`src/core/ssf_pkg.sv`:
```
// Package with constants and carriers of the serial status flag logic
package ssf_pkg;

	// Register port widths
	localparam int ADDR_W = 4;
	localparam int DATA_W = 8;

	// Register offsets
	localparam logic [ADDR_W-1:0] OFS_STATUS = 4'h0;
	localparam logic [ADDR_W-1:0] OFS_CTRL   = 4'h1;

	// Status bit positions
	localparam int BIT_TX_EMPTY = 7;
	localparam int BIT_RX_FULL  = 6;
	localparam int BIT_OVERRUN  = 5;
	localparam int BIT_ERRSIG   = 4;
	localparam int BIT_PARITY   = 3;
	localparam int BIT_TX_DONE  = 2;
	localparam int BIT_RX_MPB   = 1;
	localparam int BIT_TX_MPB   = 0;

	// Control bit positions
	localparam int BIT_CARD_MODE = 0;
	localparam int BIT_TX_ON     = 1;
	localparam int BIT_RX_ON     = 2;
	localparam int BIT_EARLY_END = 3;
	localparam int BIT_BLOCK     = 4;

	// Reset values
	localparam logic [DATA_W-1:0] RST_STATUS = 8'h84;
	localparam logic [DATA_W-1:0] RST_CTRL   = 8'h00;

	// Transmit end delay in half-etu ticks
	localparam logic [2:0] TICKS_NORMAL_XFER = 3'h5;
	localparam logic [2:0] TICKS_BLOCK_XFER  = 3'h3;
	localparam logic [2:0] TICKS_EARLY_END   = 3'h2;

	// Channel events, one-cycle pulses on clk except rx_mpb, a level read with rx_done
	typedef struct packed {
		logic tx_load;
		logic tx_start;
		logic tx_last_bit;
		logic half_etu_tick;
		logic rx_done;
		logic rx_mpb;
		logic rx_parity_err;
		logic rx_frame_err;
		logic err_sample;
	} ssf_chan_evt_type;

	// Settings handed to the channel
	typedef struct packed {
		logic card_mode;
		logic tx_on;
		logic rx_on;
		logic early_end;
		logic block_xfer;
		logic tx_mpb;
	} ssf_chan_cfg_type;

	// Transmit end timer states
	typedef enum logic [0:0] {
		TM_IDLE = 1'b0,
		TM_RUN  = 1'b1
	} ssf_timer_type;

endpackage

```
`src/core/ssf_status_flags.sv`:
```
// Status flag register bank of one serial channel
//
// Added by the designer: the address map and the plain strobed port.
`timescale 1ns/1ps
module ssf_status_flags (
	input  wire logic                      clk,
	input  wire logic                      arst_n,
	input  wire logic [ssf_pkg::ADDR_W-1:0] addr,
	input  wire logic [ssf_pkg::DATA_W-1:0] wdata,
	input  wire logic                      wr_stb,
	input  wire logic                      rd_stb,
	output logic      [ssf_pkg::DATA_W-1:0] rdata,
	input  wire ssf_pkg::ssf_chan_evt_type evt,
	input  wire logic                      err_line_in,
	output ssf_pkg::ssf_chan_cfg_type      cfg,
	output logic      [ssf_pkg::DATA_W-1:0] flags
);
	import ssf_pkg::*;

	// Flag and register flops
	logic                tx_empty_reg;      // Transmit buffer empty
	logic                rx_full_reg;       // Receive buffer full
	logic                overrun_reg;       // Overrun
	logic                errsig_reg;        // Framing or error signal
	logic                parity_reg;        // Parity failure
	logic                tx_done_reg;       // Transmit complete
	logic                rx_mpb_reg;        // Received multiprocessor bit
	logic                tx_mpb_reg;        // Multiprocessor bit to send
	logic [DATA_W-1:0]   ctrl_reg;          // Control settings
	logic [DATA_W-1:0]   armed_reg;         // Bits read as one
	logic [DATA_W-1:0]   rdata_reg;         // Read answer
	logic [DATA_W-1:0]   flags_reg;         // Flag mirror
	ssf_chan_cfg_type    cfg_reg;           // Settings mirror

	// Error line synchroniser and filtered level
	logic                err_s1_reg;
	logic                err_s2_reg;
	logic                err_s3_reg;
	logic                err_level_reg;

	// Transmit end timer
	ssf_timer_type       tm_state_reg;
	logic [2:0]          tm_cnt_reg;
	logic [2:0]          tm_target;
	logic                tm_expire;

	// Decoded accesses and settings
	logic                wr_status;
	logic                wr_ctrl;
	logic                card_mode;
	logic                tx_on;
	logic                rx_on;
	logic [DATA_W-1:0]   status_now;
	logic [DATA_W-1:0]   clr;

	assign card_mode = ctrl_reg[BIT_CARD_MODE];
	assign tx_on     = ctrl_reg[BIT_TX_ON];
	assign rx_on     = ctrl_reg[BIT_RX_ON];
	assign wr_status = wr_stb && (addr == OFS_STATUS);
	assign wr_ctrl   = wr_stb && (addr == OFS_CTRL);

	// Status word as software sees it; bit 4 meaning follows the mode
	always_comb
	begin
		status_now               = '0;
		status_now[BIT_TX_EMPTY] = tx_empty_reg;
		status_now[BIT_RX_FULL]  = rx_full_reg;
		status_now[BIT_OVERRUN]  = overrun_reg;
		status_now[BIT_ERRSIG]   = errsig_reg;
		status_now[BIT_PARITY]   = parity_reg;
		status_now[BIT_TX_DONE]  = tx_done_reg;
		status_now[BIT_RX_MPB]   = rx_mpb_reg;
		status_now[BIT_TX_MPB]   = tx_mpb_reg;
	end

	// Clear only a bit read as one and then written as zero
	always_comb
	begin
		clr = '0;
		if (wr_status)
		begin
			clr = armed_reg & ~wdata;
		end
	end

	// Arming: a status read remembers which bits were one
	always_ff @(posedge clk or negedge arst_n)
	begin
		if (!arst_n)
		begin
			armed_reg <= '0;
		end
		else if (rd_stb && (addr == OFS_STATUS))
		begin
			armed_reg <= status_now;
		end
		else if (wr_status)
		begin
			// A status write spends the arming, so a stale read cannot clear later
			armed_reg <= '0;
		end
	end

	// Control register
	always_ff @(posedge clk or negedge arst_n)
	begin
		if (!arst_n)
		begin
			ctrl_reg <= RST_CTRL;
		end
		else if (wr_ctrl)
		begin
			ctrl_reg <= {3'h0, wdata[4:0]};
		end
	end

	// Three flop error line synchroniser
	always_ff @(posedge clk or negedge arst_n)
	begin
		if (!arst_n)
		begin
			err_s1_reg <= 1'b1;
			err_s2_reg <= 1'b1;
			err_s3_reg <= 1'b1;
		end
		else
		begin
			err_s1_reg <= err_line_in;
			err_s2_reg <= err_s1_reg;
			err_s3_reg <= err_s2_reg;
		end
	end

	// Level accepted once two settled stages agree; idle line is high
	always_ff @(posedge clk or negedge arst_n)
	begin
		if (!arst_n)
		begin
			err_level_reg <= 1'b1;
		end
		else if (err_s2_reg == err_s3_reg)
		begin
			err_level_reg <= err_s3_reg;
		end
	end

	// Delay target from early-end and block settings
	always_comb
	begin
		if (ctrl_reg[BIT_EARLY_END])
		begin
			tm_target = TICKS_EARLY_END;
		end
		else if (ctrl_reg[BIT_BLOCK])
		begin
			tm_target = TICKS_BLOCK_XFER;
		end
		else
		begin
			tm_target = TICKS_NORMAL_XFER;
		end
	end

	assign tm_expire = (tm_state_reg == TM_RUN) && evt.half_etu_tick
		&& ((tm_cnt_reg + 3'h1) == tm_target);

	// Transmit end timer, started by a card mode transmission start while idle
	always_ff @(posedge clk or negedge arst_n)
	begin
		if (!arst_n)
		begin
			tm_state_reg <= TM_IDLE;
			tm_cnt_reg   <= 3'h0;
		end
		else
		begin
			case (tm_state_reg)
				TM_IDLE:
				begin
					if (evt.tx_start && card_mode && tx_on)
					begin
						tm_state_reg <= TM_RUN;
						tm_cnt_reg   <= 3'h0;
					end
				end
				TM_RUN:
				begin
					// Disabling stops the wait; the flag is set directly then only while bit 4 is clear
					if (!tx_on || !card_mode || tm_expire)
					begin
						tm_state_reg <= TM_IDLE;
					end
					else if (evt.half_etu_tick)
					begin
						tm_cnt_reg <= tm_cnt_reg + 3'h1;
					end
				end
				default:
				begin
					tm_state_reg <= TM_IDLE;
				end
			endcase
		end
	end

	// Transmit buffer empty; set wins over clear
	always_ff @(posedge clk or negedge arst_n)
	begin
		if (!arst_n)
			tx_empty_reg <= RST_STATUS[BIT_TX_EMPTY];
		else if (!tx_on || evt.tx_load)
			tx_empty_reg <= 1'b1;
		else if (clr[BIT_TX_EMPTY])
			tx_empty_reg <= 1'b0;
	end

	// Transmit complete, cleared together with the empty flag
	always_ff @(posedge clk or negedge arst_n)
	begin
		if (!arst_n)
			tx_done_reg <= RST_STATUS[BIT_TX_DONE];
		else if (!card_mode && (!tx_on || (evt.tx_last_bit && tx_empty_reg)))
			tx_done_reg <= 1'b1;
		else if (card_mode && !tx_on && !errsig_reg)
			tx_done_reg <= 1'b1;
		else if (card_mode && tm_expire && !errsig_reg && tx_empty_reg)
			tx_done_reg <= 1'b1;
		else if (clr[BIT_TX_EMPTY])
			tx_done_reg <= 1'b0;
	end

	// Receive full; set wins, receiver disable does not touch it
	always_ff @(posedge clk or negedge arst_n)
	begin
		if (!arst_n)
			rx_full_reg <= RST_STATUS[BIT_RX_FULL];
		else if (evt.rx_done)
			rx_full_reg <= 1'b1;
		else if (clr[BIT_RX_FULL])
			rx_full_reg <= 1'b0;
	end

	// Overrun: a reception finishing on a full buffer
	always_ff @(posedge clk or negedge arst_n)
	begin
		if (!arst_n)
			overrun_reg <= RST_STATUS[BIT_OVERRUN];
		else if (evt.rx_done && rx_full_reg)
			overrun_reg <= 1'b1;
		else if (clr[BIT_OVERRUN])
			overrun_reg <= 1'b0;
	end

	// Bit 4: framing failure normally, returned error signal in card mode
	always_ff @(posedge clk or negedge arst_n)
	begin
		if (!arst_n)
			errsig_reg <= RST_STATUS[BIT_ERRSIG];
		else if (card_mode && evt.err_sample && !err_level_reg)
			errsig_reg <= 1'b1;
		else if (!card_mode && evt.rx_frame_err)
			errsig_reg <= 1'b1;
		else if (clr[BIT_ERRSIG])
			errsig_reg <= 1'b0;
	end

	// Parity failure
	always_ff @(posedge clk or negedge arst_n)
	begin
		if (!arst_n)
			parity_reg <= RST_STATUS[BIT_PARITY];
		else if (evt.rx_parity_err)
			parity_reg <= 1'b1;
		else if (clr[BIT_PARITY])
			parity_reg <= 1'b0;
	end

	// Received multiprocessor bit; read-only, held while receiver is off
	always_ff @(posedge clk or negedge arst_n)
	begin
		if (!arst_n)
			rx_mpb_reg <= RST_STATUS[BIT_RX_MPB];
		else if (evt.rx_done && rx_on && !card_mode)
			rx_mpb_reg <= evt.rx_mpb;
	end

	// Multiprocessor bit to send; plain read/write bit
	// Software is expected to keep it zero in card mode
	always_ff @(posedge clk or negedge arst_n)
	begin
		if (!arst_n)
			tx_mpb_reg <= RST_STATUS[BIT_TX_MPB];
		else if (wr_status)
			tx_mpb_reg <= wdata[BIT_TX_MPB];
	end

	// Read answer stands only in the cycle after the strobe
	// Unmapped reads and idle cycles give zero
	always_ff @(posedge clk or negedge arst_n)
	begin
		if (!arst_n)
			rdata_reg <= '0;
		else if (rd_stb && (addr == OFS_STATUS))
			rdata_reg <= status_now;
		else if (rd_stb && (addr == OFS_CTRL))
			rdata_reg <= ctrl_reg;
		else
			rdata_reg <= '0;
	end

	// Registered mirrors toward the channel; one cycle behind the flops
	always_ff @(posedge clk or negedge arst_n)
	begin
		if (!arst_n)
		begin
			flags_reg <= RST_STATUS;
			cfg_reg   <= '0;
		end
		else
		begin
			flags_reg          <= status_now;
			cfg_reg.card_mode  <= card_mode;
			cfg_reg.tx_on      <= tx_on;
			cfg_reg.rx_on      <= rx_on;
			cfg_reg.early_end  <= ctrl_reg[BIT_EARLY_END];
			cfg_reg.block_xfer <= ctrl_reg[BIT_BLOCK];
			cfg_reg.tx_mpb     <= tx_mpb_reg;
		end
	end

	assign rdata = rdata_reg;
	assign flags = flags_reg;
	assign cfg   = cfg_reg;

endmodule

```
`config.mk`:
```
export PLATFORM = sky130hd
export DESIGN_NAME = ssf_status_flags
export DESIGN_NICKNAME = d
export VERILOG_FILES = /design/src/core/ssf_pkg.sv /design/src/core/ssf_status_flags.sv
export SDC_FILE = /design/constraint.sdc
export NUM_CORES = 1
export LEC_CHECK = 0
export BUFFER_PORTS_ARGS = -buffer_cell sky130_fd_sc_hd__buf_2
export CORE_UTILIZATION = 55
export DETAILED_ROUTE_END_ITERATION = 8
export GPL_TIMING_DRIVEN = 0
export PLACE_DENSITY = 0.83
export SKIP_CTS_REPAIR_TIMING = 1
export SLEW_MARGIN = 25
export SYNTH_ARGS = -nofsm -noshare
export SYNTH_HDL_FRONTEND = slang
export SYNTH_SLANG_ARGS = --single-unit
```
`constraint.sdc`:
```
create_clock -name clk -period 3 [get_ports clk]
set_input_delay 0.6 -clock clk [delete_from_list [all_inputs] [get_ports clk]]
set_output_delay 0.6 -clock clk [all_outputs]
set_load 0.01 [all_outputs]
```
* Word-level counts from Yosys, hierarchy flattened
Cells that the tools add are included. W data, S select, Z words.
Word-level totals: flip-flop bits (word level) 51, bits of input ports 26, output and inout port bits 22, logic and storage cells 100
Cells by class: add/subtract/negate cells 1, equality and inequality tests 6, muxes and demuxes 28, bitwise gates (word level) 3, reductions and logical operators 38
Operators by type and width (count):
- $mux W8 | 4
- $logic_and A1 B1 Y1 | 21
- $mux W1 | 16
- $mux W3 | 5
- $reduce_bool A2 Y1 | 5
- $and A8 B8 Y8 | 1
- $not A8 Y8 | 1
- $ne A2 B2 Y1 const B | 3
- $pmux W3 S2 | 1
- $mux W5 | 1
- $eq A4 B1 Y1 const B | 1
- $logic_not A1 Y1 | 4
- $logic_not A4 Y1 | 1
- $logic_or A1 B1 Y1 | 4
- $reduce_bool A4 Y1 | 1
- $add A3 B1 Y3 const B | 1
- $eq A3 B3 Y1 | 1
- $reduce_and A3 Y1 | 1
- $reduce_bool A3 Y1 | 1
- $pmux W1 S2 | 1
- $eq A1 B1 Y1 | 1
- $not A1 Y1 | 1

* Logic depth before layout (Yosys ltp)
Gate-level depths: netlist of run 1.
word-level depth 10, depth in mapped cells 5, mapped depth without buffers 5

* Worst setup path before layout of run 1
Ideal clock, no wire load.
kind input port to flip-flop, from in addr[3] (netlist name), to reg armed_reg[5], arrival time 1.494 ns, path slack 1.442 ns, cell stages on the path 5, path buffers 1, cell sequence or3b_4 -> nor3_2 -> buf_4 -> and2_4 -> a21o_1
On the way: cells in the longest elaborated chain, start to end 3, elaborated cells between the ends (all ways) 5, those cells by class 1 x mux; 4 x reduce/logical
RTL lines:
- from (decl) | RTL line ssf_status_flags.sv:8 | input wire logic [ssf_pkg::ADDR_W-1:0] addr,
- $logic_not A4 Y1 * | RTL line ssf_status_flags.sv:59, ssf_status_flags.sv:93
- $logic_and A1 B1 Y1 (on tied branches) | RTL line ssf_status_flags.sv:93, ssf_status_flags.sv:59
- $mux W8 or $reduce_bool A2 Y1 (tied branches)
- to (signal assigned) | RTL line ssf_status_flags.sv:95 | armed_reg <= status_now;
- to (decl) | RTL line ssf_status_flags.sv:30 | logic [DATA_W-1:0] armed_reg;
Mark *: on every way between the ends. The rest lies on a longest branch, timed or not. A chain may end at the register's enable or synchronous reset.

* Final worst setup path of run 1
from reg tm_cnt_reg[0], to reg tm_cnt_reg[0]
On the way: cells in the longest elaborated chain, start to end 6, elaborated cells between the ends (all ways) 9, those cells by class 1 x add/sub; 2 x eq/ne; 3 x mux; 3 x reduce/logical
RTL lines:
- from (decl) | RTL line ssf_status_flags.sv:43 | logic [2:0] tm_cnt_reg;
- from (signal assigned) | RTL line ssf_status_flags.sv:195 | tm_cnt_reg <= tm_cnt_reg + 3'h1;
- $add A3 B1 Y3 * | RTL line ssf_status_flags.sv:165, ssf_status_flags.sv:195
- $eq A3 B3 Y1 | RTL line ssf_status_flags.sv:165 | && ((tm_cnt_reg + 3'h1) == tm_target);
- $logic_and A1 B1 Y1 | RTL line ssf_status_flags.sv:165
- $logic_or A1 B1 Y1 | RTL line ssf_status_flags.sv:189 | if (!tx_on || !card_mode || tm_expire)
- $ne A2 B2 Y1 (no source line)
- $reduce_and A3 Y1 (no source line)
Mark *: on every way between the ends. The rest lies on a longest branch, timed or not. The select of a mux whose other input is x is not followed.

==> run_results.csv, run 1 <==
group,metric,value,unit
global_routing,grt_pass1_wl,5290,µm
global_routing,grt-ovfl-total,0,
detailed_routing,antenna_left,0,
clocking,cts_sinks,47,
power_and_ir_drop,peakVddDrop,458,µV
global_routing,grt_pass1_vias,1190,
timing,fin_crit_sh,58.4,%
setup_path,end_kind,"flop",
synth,syn_avg_cell_area,14.0,µm²
die,die-area,0.00345,mm²
placement,place_congestion,0.755,
power_and_ir_drop,power_frac_comb,19.1,%
detailed_routing,drt_pass1_iterations,4,
finish,fin_nets,208,
synth,synth_edf_count,0,
die,num_rows,20,
min_path,min_path_type,"primary input to async pin",
clocking,root_buffer,"clkbuf_4",
synth,synth_area_leader_cell,"dfrtp_1",
global_routing,grtUsageTotal,21.8,%
synth,post-synth-top-area-fraction,55.1,%
clocking,clk_pin_slew,120,ps
timing,slew_headroom,63.4,%
detailed_routing,vias_per_cell,5.43,
synth,syn-num-nets,154,
clocking,h-tree-depth,2,
finish,fill_cells,240,
detailed_routing,num_vias,1227,
synth,netlist_instances,127,
synth,ys_seq_elements,47,
flow_run,cap_viol_max_count,0,
timing,min_period,1750,ps
setup_path,critPathMaxStageDelay,450,ps
power_and_ir_drop,p_seq_share,59.2,%
die,initial_core_util,58.0,%
synth,seq_area_frac_synth,66.9,%
timing,fin_tns_setup,0,ps
setup_path,critPathTopFamily,"flip-flops",
power_and_ir_drop,power_switching,0.387,mW
timing,rsz0062_at_grt,"no",
detailed_routing,drc,0,
synth,yosysMostFrequentCell,"dfrtp_1",
setup_path,path_max_fanout,5,
die,die_x,58.8,µm
power_and_ir_drop,switching_share,28.5,%
placement,dp.final_hpwl,2440,µm
timing,report.final.slew_viol_count,0,
detailed_routing,wl_per_cell,14.7,µm
setup_path,required,3220,ps
clocking,numCtsBuffers,5,
setup_path,crit_buf_inv,0,
detailed_routing,drt_iter0_markers,32,
setup_path,ff2ff_setup_slack,1250,ps
finish,n_antenna_cell,0,
setup_path,crit_type,"flop to flop",
power_and_ir_drop,p_clk_share,21.7,%
synth,ys_async_sr_fraction,100,%
timing,timing.fmax,571,MHz
finish,area_delta_synth_final,19.9,%
die,core,0.00305,mm²
setup_path,rr_worst_depth,5,
clocking,cts_tree,"yes",
setup_path,worstPathArrival,1970,ps
synth,synth_cell_types,33,
timing,tightestPinTransition,549,ps
power_and_ir_drop,intPower,0.974,mW
clocking,clk_latency,340,ps
setup_path,cp_cell_sequence,"ha_1 -> xnor2_1 -> mux2i_1 -> o21ba_2 -> o211ai_1",
setup_path,r2r-end,"tm_cnt_reg[0]",
synth,yosys_warnings,0,
synth,synth.area.top_cells,"dfrtp_1 (55%), dfstp_2 (12%), a22o_1 (4.0%)",
placement,port_buffers,47,
die,die_h,58.8,µm
power_and_ir_drop,power.leakage,0.997,nW
power_and_ir_drop,p_per_area,641,mW/mm²
die,ioPinCount,48,
run_status,status,"completed",
finish,drive_above_1_share,42.9,%
detailed_routing,drt-total-wl,3330,µm
setup_path,cp-start-kind,"flop",
finish,instances_no_fill,226,
placement,dp.cells,218,
synth,synth_ff_type,"dfrtp_1",
synth,syn-cell-area,0.00177,mm²
global_routing,grt_max_degree,48,
setup_path,worst_path_max_delay_cell,"dfrtp_1",
global_routing,antenna_found_initial,0,
timing,skew,6.50,ps
clocking,clockBufferDepth,2,
setup_path,reg2reg_from,"tm_cnt_reg[0]",
synth,synth_top_cells_by_count,"dfrtp_1 (39), a22o_1 (8), dfstp_2 (8)",
timing,hold_violations,0,
timing,setup_viol,0,
==> power by group through the flow <==
stage               clock (mW)  combinational (mW)  sequential [mW]
global route             0.333               0.285            0.821
floorplan                    0               0.152            0.815
finish                   0.296               0.260            0.806
detailed placement           0               0.260            0.817
CTS                      0.299               0.262            0.805
global placement             0               0.244            0.811
==> cell type report <==
| class | count | area, µm² | share of cell area, % |
|---|---|---|---|
| flip-flops and latches | 47 | 1190 | 55.8 |
| multi-input cells | 72 | 547 | 25.7 |
| repair buffers | 47 | 238 | 11.2 |
| clock buffers | 7 | 55.1 | 2.59 |
| well taps | 44 | 55.1 | 2.59 |
| plain buffers | 3 | 20.0 | 0.942 |
| inverters | 5 | 18.8 | 0.883 |
| clock inverters | 1 | 5.00 | 0.236 |
==> metal layers <==
| layer | share of wire (%) | GRT usage (%) |
|---|---|---|
| met1 | 42 | 26.4 |
| met2 | 52 | 36.0 |
| met3 | 4.3 | 7.03 |
| met4 | 2.0 | 9.18 |
| met5 | 0 | 0 |
==> worst max-delay path by stage <==
stage,start,end,slack (ps),cells past startpoint
floorplan,addr[3],armed_reg[5],1440,5
global placement,addr[3],rdata[3],1250,4
detailed placement,addr[3],rdata[3],1160,4
CTS,tm_cnt_reg[0],tm_cnt_reg[0],1260,5
global route,tm_cnt_reg[0],tm_cnt_reg[0],1150,5
finish,tm_cnt_reg[0],tm_cnt_reg[0],1250,5
==> stage by stage <==
step	power (mW)	util, %	hold slack (ps)	instance area, µm²	setup WS, ps
global placement	1.06	67.5	346	2060	1250
global route	1.44	69.6	242	2120	1150
detailed placement	1.08	67.5	349	2060	1160
floorplan	0.967	-	304	1770	1440
CTS	1.37	69.5	328	2120	1260
finish	1.36	69.6	220	2120	1250
==> cells in the final DEF (no fill, tap or decap), types with 6 or more instances in the layout <==
cell,Yosys,layout
dfrtp_1,39,39
a22o_1,8,8
mux2_2,6,6
nand3b_1,6,6
dfstp_2,8,8
buf_2,1,47
==> cell families (layout without fill, tap and decap cells) <==
group                      after synthesis  after routing  synth area share (%)
DFF                                     47             47                  66.9
and+or+nand+nor                         34             34                  12.0
AOI/OAI and AO/OA                       26             26                  11.6
muxes                                    8              8                  5.01
buffers and inverters                    8             63                  2.19
adders and majority gates                2              2                  1.27
xor gates and xnor gates                 2              2                 0.989
(Power assumes the default switching activity.)
==> inputs of run 2 (changes only) <==
--- a/config.mk
+++ b/config.mk
@@ -6,10 +6,10 @@
 export NUM_CORES = 1
 export LEC_CHECK = 0
 export BUFFER_PORTS_ARGS = -buffer_cell sky130_fd_sc_hd__buf_2
-export CORE_UTILIZATION = 55
+export CORE_UTILIZATION = 46
 export DETAILED_ROUTE_END_ITERATION = 8
 export GPL_TIMING_DRIVEN = 0
-export PLACE_DENSITY = 0.83
+export PLACE_DENSITY = 0.74
 export SKIP_CTS_REPAIR_TIMING = 1
 export SLEW_MARGIN = 25
 export SYNTH_ARGS = -nofsm -noshare
==> constraint.sdc (replaced) <==
create_clock -name clk -period 1.5 [get_ports clk]
set_input_delay 0.3 -clock clk [delete_from_list [all_inputs] [get_ports clk]]
set_output_delay 0.3 -clock clk [all_outputs]
set_load 0.01 [all_outputs]
==> run 2 against run 1 <==
Compared with the run above:
- the run now ends with hold timing, setup timing left
- via count rose by 0.41%
- utilization is 8.8 points lower
- worst hold slack got worse by 230 ps
- sequential share of layout area is 2.8 points lower
- largest cell class unchanged
- highest routed layer unchanged
==> run_results.csv, run 2 (synthesis gave the netlist of run 1 again) <==
group,metric,value,unit
timing,slew_headroom,62.9,%
global_routing,grt_max_degree,48,
timing,setup_ws,-92.6,ps
clocking,clk_pin_slew,90,ps
finish,drive_above_1_share,47.6,%
power_and_ir_drop,p_per_area,1390,mW/mm²
placement,dp.final_hpwl,2410,µm
global_routing,grt-ovfl-total,0,
die,core,0.00369,mm²
die,initial_core_util,48.0,%
die,die_h,64.1,µm
clocking,numCtsBuffers,5,
detailed_routing,drt_pass1_iterations,4,
clocking,h-tree-depth,2,
finish,utilization,60.8,%
global_routing,grtUsageTotal,18.2,%
setup_path,required,1670,ps
die,ioPinCount,48,
timing,setup_viol,4,
setup_path,end_kind,"flop",
flow_run,cap_viol_max_count,0,
finish,area_delta_synth_final,26.5,%
timing,hold_violations,12,
placement,port_buffers,47,
setup_path,worstPathArrival,1770,ps
power_and_ir_drop,power.leakage,1.03,nW
finish,fill_cells,308,
global_routing,grt_pass1_wl,5440,µm
setup_path,path_max_fanout,5,
setup_path,rr_worst_depth,5,
detailed_routing,drt-total-wl,3450,µm
timing,min_period,1590,ps
timing,fin_crit_sh,106,%
timing,skew,5.49,ps
run_status,status,"complete, but fails checks",
detailed_routing,drc,0,
clocking,clockBufferDepth,2,
global_routing,grt_pass1_vias,1215,
finish,fin_nets,211,
setup_path,cp-start-kind,"flop",
min_path,min_path_type,"primary input to async pin",
timing,report.final.slew_viol_count,0,
timing,rsz0062_at_grt,"yes",
detailed_routing,wl_per_cell,14.8,µm
detailed_routing,antenna_left,0,
placement,place_congestion,0.733,
clocking,clk_latency,300,ps
detailed_routing,num_vias,1232,
power_and_ir_drop,peakVddDrop,796,µV
die,num_rows,22,
finish,layout.cells.most_common,"buf_2",
detailed_routing,drt_iter0_markers,62,
placement,dp_slack,-201,ps
timing,timing.fmax,628,MHz
die,die-area,0.00410,mm²
clocking,cts_sinks,47,
setup_path,r2r-end,"tm_cnt_reg[1]",
setup_path,crit_type,"flop to flop",
clocking,root_buffer,"clkbuf_8",
clocking,cts_tree,"yes",
die,die_x,64.1,µm
detailed_routing,vias_per_cell,5.29,
finish,n_antenna_cell,0,
finish,final_cell_mix,"buf_2 (47), dfrtp_1 (38), a22o_1 (8), dfstp_2 (8)",
setup_path,reg2reg_from,"tm_cnt_reg[0]",
setup_path,ff2ff_setup_slack,-90,ps
timing,holdWs,-7.13,ps
run_status,failed_checks,"hold timing, setup timing",
timing,tightestPinTransition,557,ps
global_routing,antenna_found_initial,0,
[run 2: cell types whose count changed in the layout (fill, tap and decap cells not counted), moves of 2 or more]
cell      delta
nor3_1       -2
clkbuf_8     +4
buf_4        +3
nor3_2       +2
clkbuf_4     -5
[run 2: area by class of cell]
cell class              instances  area (µm²)  area share [%]
well taps                      48        60.1            2.68
plain buffers                   3        20.0           0.893
flip-flops and latches         47        1190            53.0
multi-input cells              72         607            27.1
repair buffers                 50         260            11.6
inverters                       5        18.8           0.838
clock inverters                 3        18.8           0.838
clock buffers                   5        68.8            3.07
[run 2: where the power goes]
part | internal [mW] | leakage [nW] | switching, mW | total [mW]
combinational | 0.414 | 0.431 | 0.329 | 0.743
sequential | 1.46 | 0.549 | 0.179 | 1.64
clock | 0.328 | 0.0483 | 0.411 | 0.739
[run 2: critical path, cell delays in order, from the launching register on]
cell and delay, ps:
dfrtp_2 450, ha_4 190, xnor2_4 200, mux2i_4 340
o21ba_4 210, o211ai_1 80
[run 2: worst max path at each step]
stage                        startpoint            end  slack, ps  cells after the start
final                     tm_cnt_reg[0]  tm_cnt_reg[1]        -90                      5
after global routing      tm_cnt_reg[0]  tm_cnt_reg[2]       -130                      5
after CTS                 tm_cnt_reg[0]  tm_cnt_reg[1]       -230                      5
after detailed placement  tm_cnt_reg[0]    tx_done_reg       -200                      5
after global placement    tm_cnt_reg[0]    tx_done_reg       -110                      5
after floorplan           tm_cnt_reg[0]    tx_done_reg          5                      5
[run 2: routing by layer]
metal,global-route usage (%),vias to the layer above,wire length (µm)
met1,22.2,616,1440
met4,11.6,0,102
met5,0,-,0
li1,-,569,-
met3,3.93,11,145
met2,29.3,36,1760
[run 2: metrics by stage]
step	TNS (ps)	hold WS (ps)	area [µm²]	total power, mW	instances
6_report	-288	-7.13	2240	3.12	233
2_1_floorplan	0	4.41	1770	1.94	127
5_1_grt	-424	31.8	2240	3.28	233
3_3_place_gp	-383	346	2070	2.12	222
3_5_place_dp	-818	351	2070	2.16	222
4_1_cts	-949	87.4	2160	2.89	230
==> inputs of run 3 (changes only) <==
--- a/config.mk
+++ b/config.mk
@@ -8,7 +8,9 @@
 export BUFFER_PORTS_ARGS = -buffer_cell sky130_fd_sc_hd__buf_2
 export CORE_UTILIZATION = 46
 export DETAILED_ROUTE_END_ITERATION = 8
+export GPL_ROUTABILITY_DRIVEN = 0
 export GPL_TIMING_DRIVEN = 0
+export MAX_ROUTING_LAYER = met4
 export PLACE_DENSITY = 0.74
 export SKIP_CTS_REPAIR_TIMING = 1
 export SLEW_MARGIN = 25
==> constraint.sdc (replaced) <==
create_clock -name clk -period 1.5 [get_ports clk]
set_input_delay 0.075 -clock clk [delete_from_list [all_inputs] [get_ports clk]]
set_output_delay 0.075 -clock clk [all_outputs]
set_load 0.01 [all_outputs]
==> run 3 against run 2 <==
Compared with the run above:
- the flow finishes with violations (setup timing)
- clock-buffer cell count did not move
- utilization grew 1.1 points
- flip-flop and latch count is the same
- register-to-register slack barely moved
- non-clock buffer count rose by 4
- wire length rose by 1.8%
- global-route usage grew 0.60 points
- clock skew decreased by 1.7 ps
- final area increased by 1.8%
- maximum frequency is essentially flat
==> run_results.csv, run 3 (synthesis gave the netlist of run 1 again) <==
group,metric,value,unit
placement,port_buffers,47,
power_and_ir_drop,p_per_area,1370,mW/mm²
global_routing,grt_pass1_vias,1208,
clocking,cts_sinks,47,
detailed_routing,drt_pass1_iterations,4,
global_routing,antenna_found_initial,0,
timing,setup_ws,-91.8,ps
finish,final_cell_mix,"buf_2 (47), dfrtp_1 (38), a22o_1 (8), dfstp_2 (8)",
finish,n_antenna_cell,0,
setup_path,end_kind,"flop",
setup_path,cp-start-kind,"flop",
clocking,root_buffer,"clkbuf_8",
timing,tightestPinTransition,562,ps
finish,multi_input_area,607,µm²
power_and_ir_drop,power.leakage,1.05,nW
power_and_ir_drop,power,3.13,mW
die,die_h,64.1,µm
timing,skew,3.83,ps
setup_path,required,1670,ps
clocking,numCtsBuffers,5,
detailed_routing,drt-total-wl,3510,µm
timing,timing.fmax,628,MHz
detailed_routing,wl_per_cell,14.8,µm
timing,fin_tns_setup,-287,ps
clocking,clockBufferDepth,2,
power_and_ir_drop,peakVddDrop,798,µV
setup_path,worstPathArrival,1770,ps
timing,fin_crit_sh,106,%
finish,postLayoutCellArea,0.00228,mm²
die,num_rows,22,
setup_path,crit_type,"flop to flop",
global_routing,grt_max_degree,48,
finish,regArea,0.00119,mm²
setup_path,path_max_fanout,5,
clocking,cts_tree,"yes",
finish,utilization,61.8,%
run_status,status,"complete, but fails checks",
die,initial_core_util,48.0,%
run_status,failed_checks,"setup timing",
placement,dp_slack,-201,ps
die,core,0.00369,mm²
timing,hold_violations,0,
placement,dp.cells,222,
detailed_routing,num_vias,1257,
finish,area_delta_synth_final,28.7,%
placement,placed_area,0.00207,mm²
finish,fin_nets,215,
die,die-area,0.00410,mm²
timing,min_period,1590,ps
finish,instances_no_fill,237,
finish,fill_cells,303,
timing,slew_headroom,62.6,%
die,ioPinCount,48,
timing,report.final.slew_viol_count,0,
min_path,min_path_type,"primary input to flop",
timing,holdWs,6.54,ps
clocking,clk_latency,300,ps
detailed_routing,drt_iter0_markers,63,
global_routing,grt-ovfl-total,0,
detailed_routing,vias_per_cell,5.30,
placement,dp.final_hpwl,2410,µm
global_routing,grtUsageTotal,18.8,%
flow_run,cap_viol_max_count,0,
timing,rsz0062_at_grt,"yes",
finish,layout.cells.most_common,"buf_2",
die,die_x,64.1,µm
finish,drive_above_1_share,46.6,%
timing,setup_viol,4,
detailed_routing,drc,0,
clocking,clk_pin_slew,80,ps
global_routing,grt_pass1_wl,5450,µm
clocking,h-tree-depth,2,
detailed_routing,antenna_left,0,
run 3: cell types whose count changed in the layout (fill, tap and decap cells not counted):
cell / previous run / this run
dlygate4sd3_1: 0 / 4
run 3: per-layer routing:
metal  GRT usage [%]  share of wire [%]
met3            3.57                4.1
met2            29.0                 51
met1            22.9                 42
met4            11.6                2.3
met5               -                  0
run 3: area by class of cell:
type                            instances  area share (%)
Multi-Input combinational cell         72            26.6
Inverter                                5           0.823
Clock buffer                            5            3.02
Tap cell                               48            2.63
Timing Repair Buffer                   54            13.2
Clock inverter                          3           0.823
Buffer                                  3           0.878
Sequential cell                        47            52.1
run 3: path summary, 6_finish.rpt:
check,from,endpoint,slack [ps],depth (start not counted)
setup / recovery,tm_cnt_reg[0],tm_cnt_reg[1],-90,5
hold / removal,evt[3],rx_mpb_reg,7,2
setup reg to reg,tm_cnt_reg[0],tm_cnt_reg[1],-90,5
hold reg to reg,err_s1_reg,err_s2_reg,360,0
max in group asynchronous,arst_n,tm_cnt_reg[0],770,2
min in group asynchronous,arst_n,rdata[1],320,2
run 3: critical path, cell delays in order, from the launching register on:
cell and delay, ps:
dfrtp_2 450, ha_4 190, xnor2_4 200, mux2i_4 340, o21ba_4 210, o211ai_1 80
run 3: power breakdown:
part | switching [mW] | internal (mW)
registers | 0.179 | 1.46
logic | 0.331 | 0.421
clock network | 0.410 | 0.328
total | 0.919 | 2.21
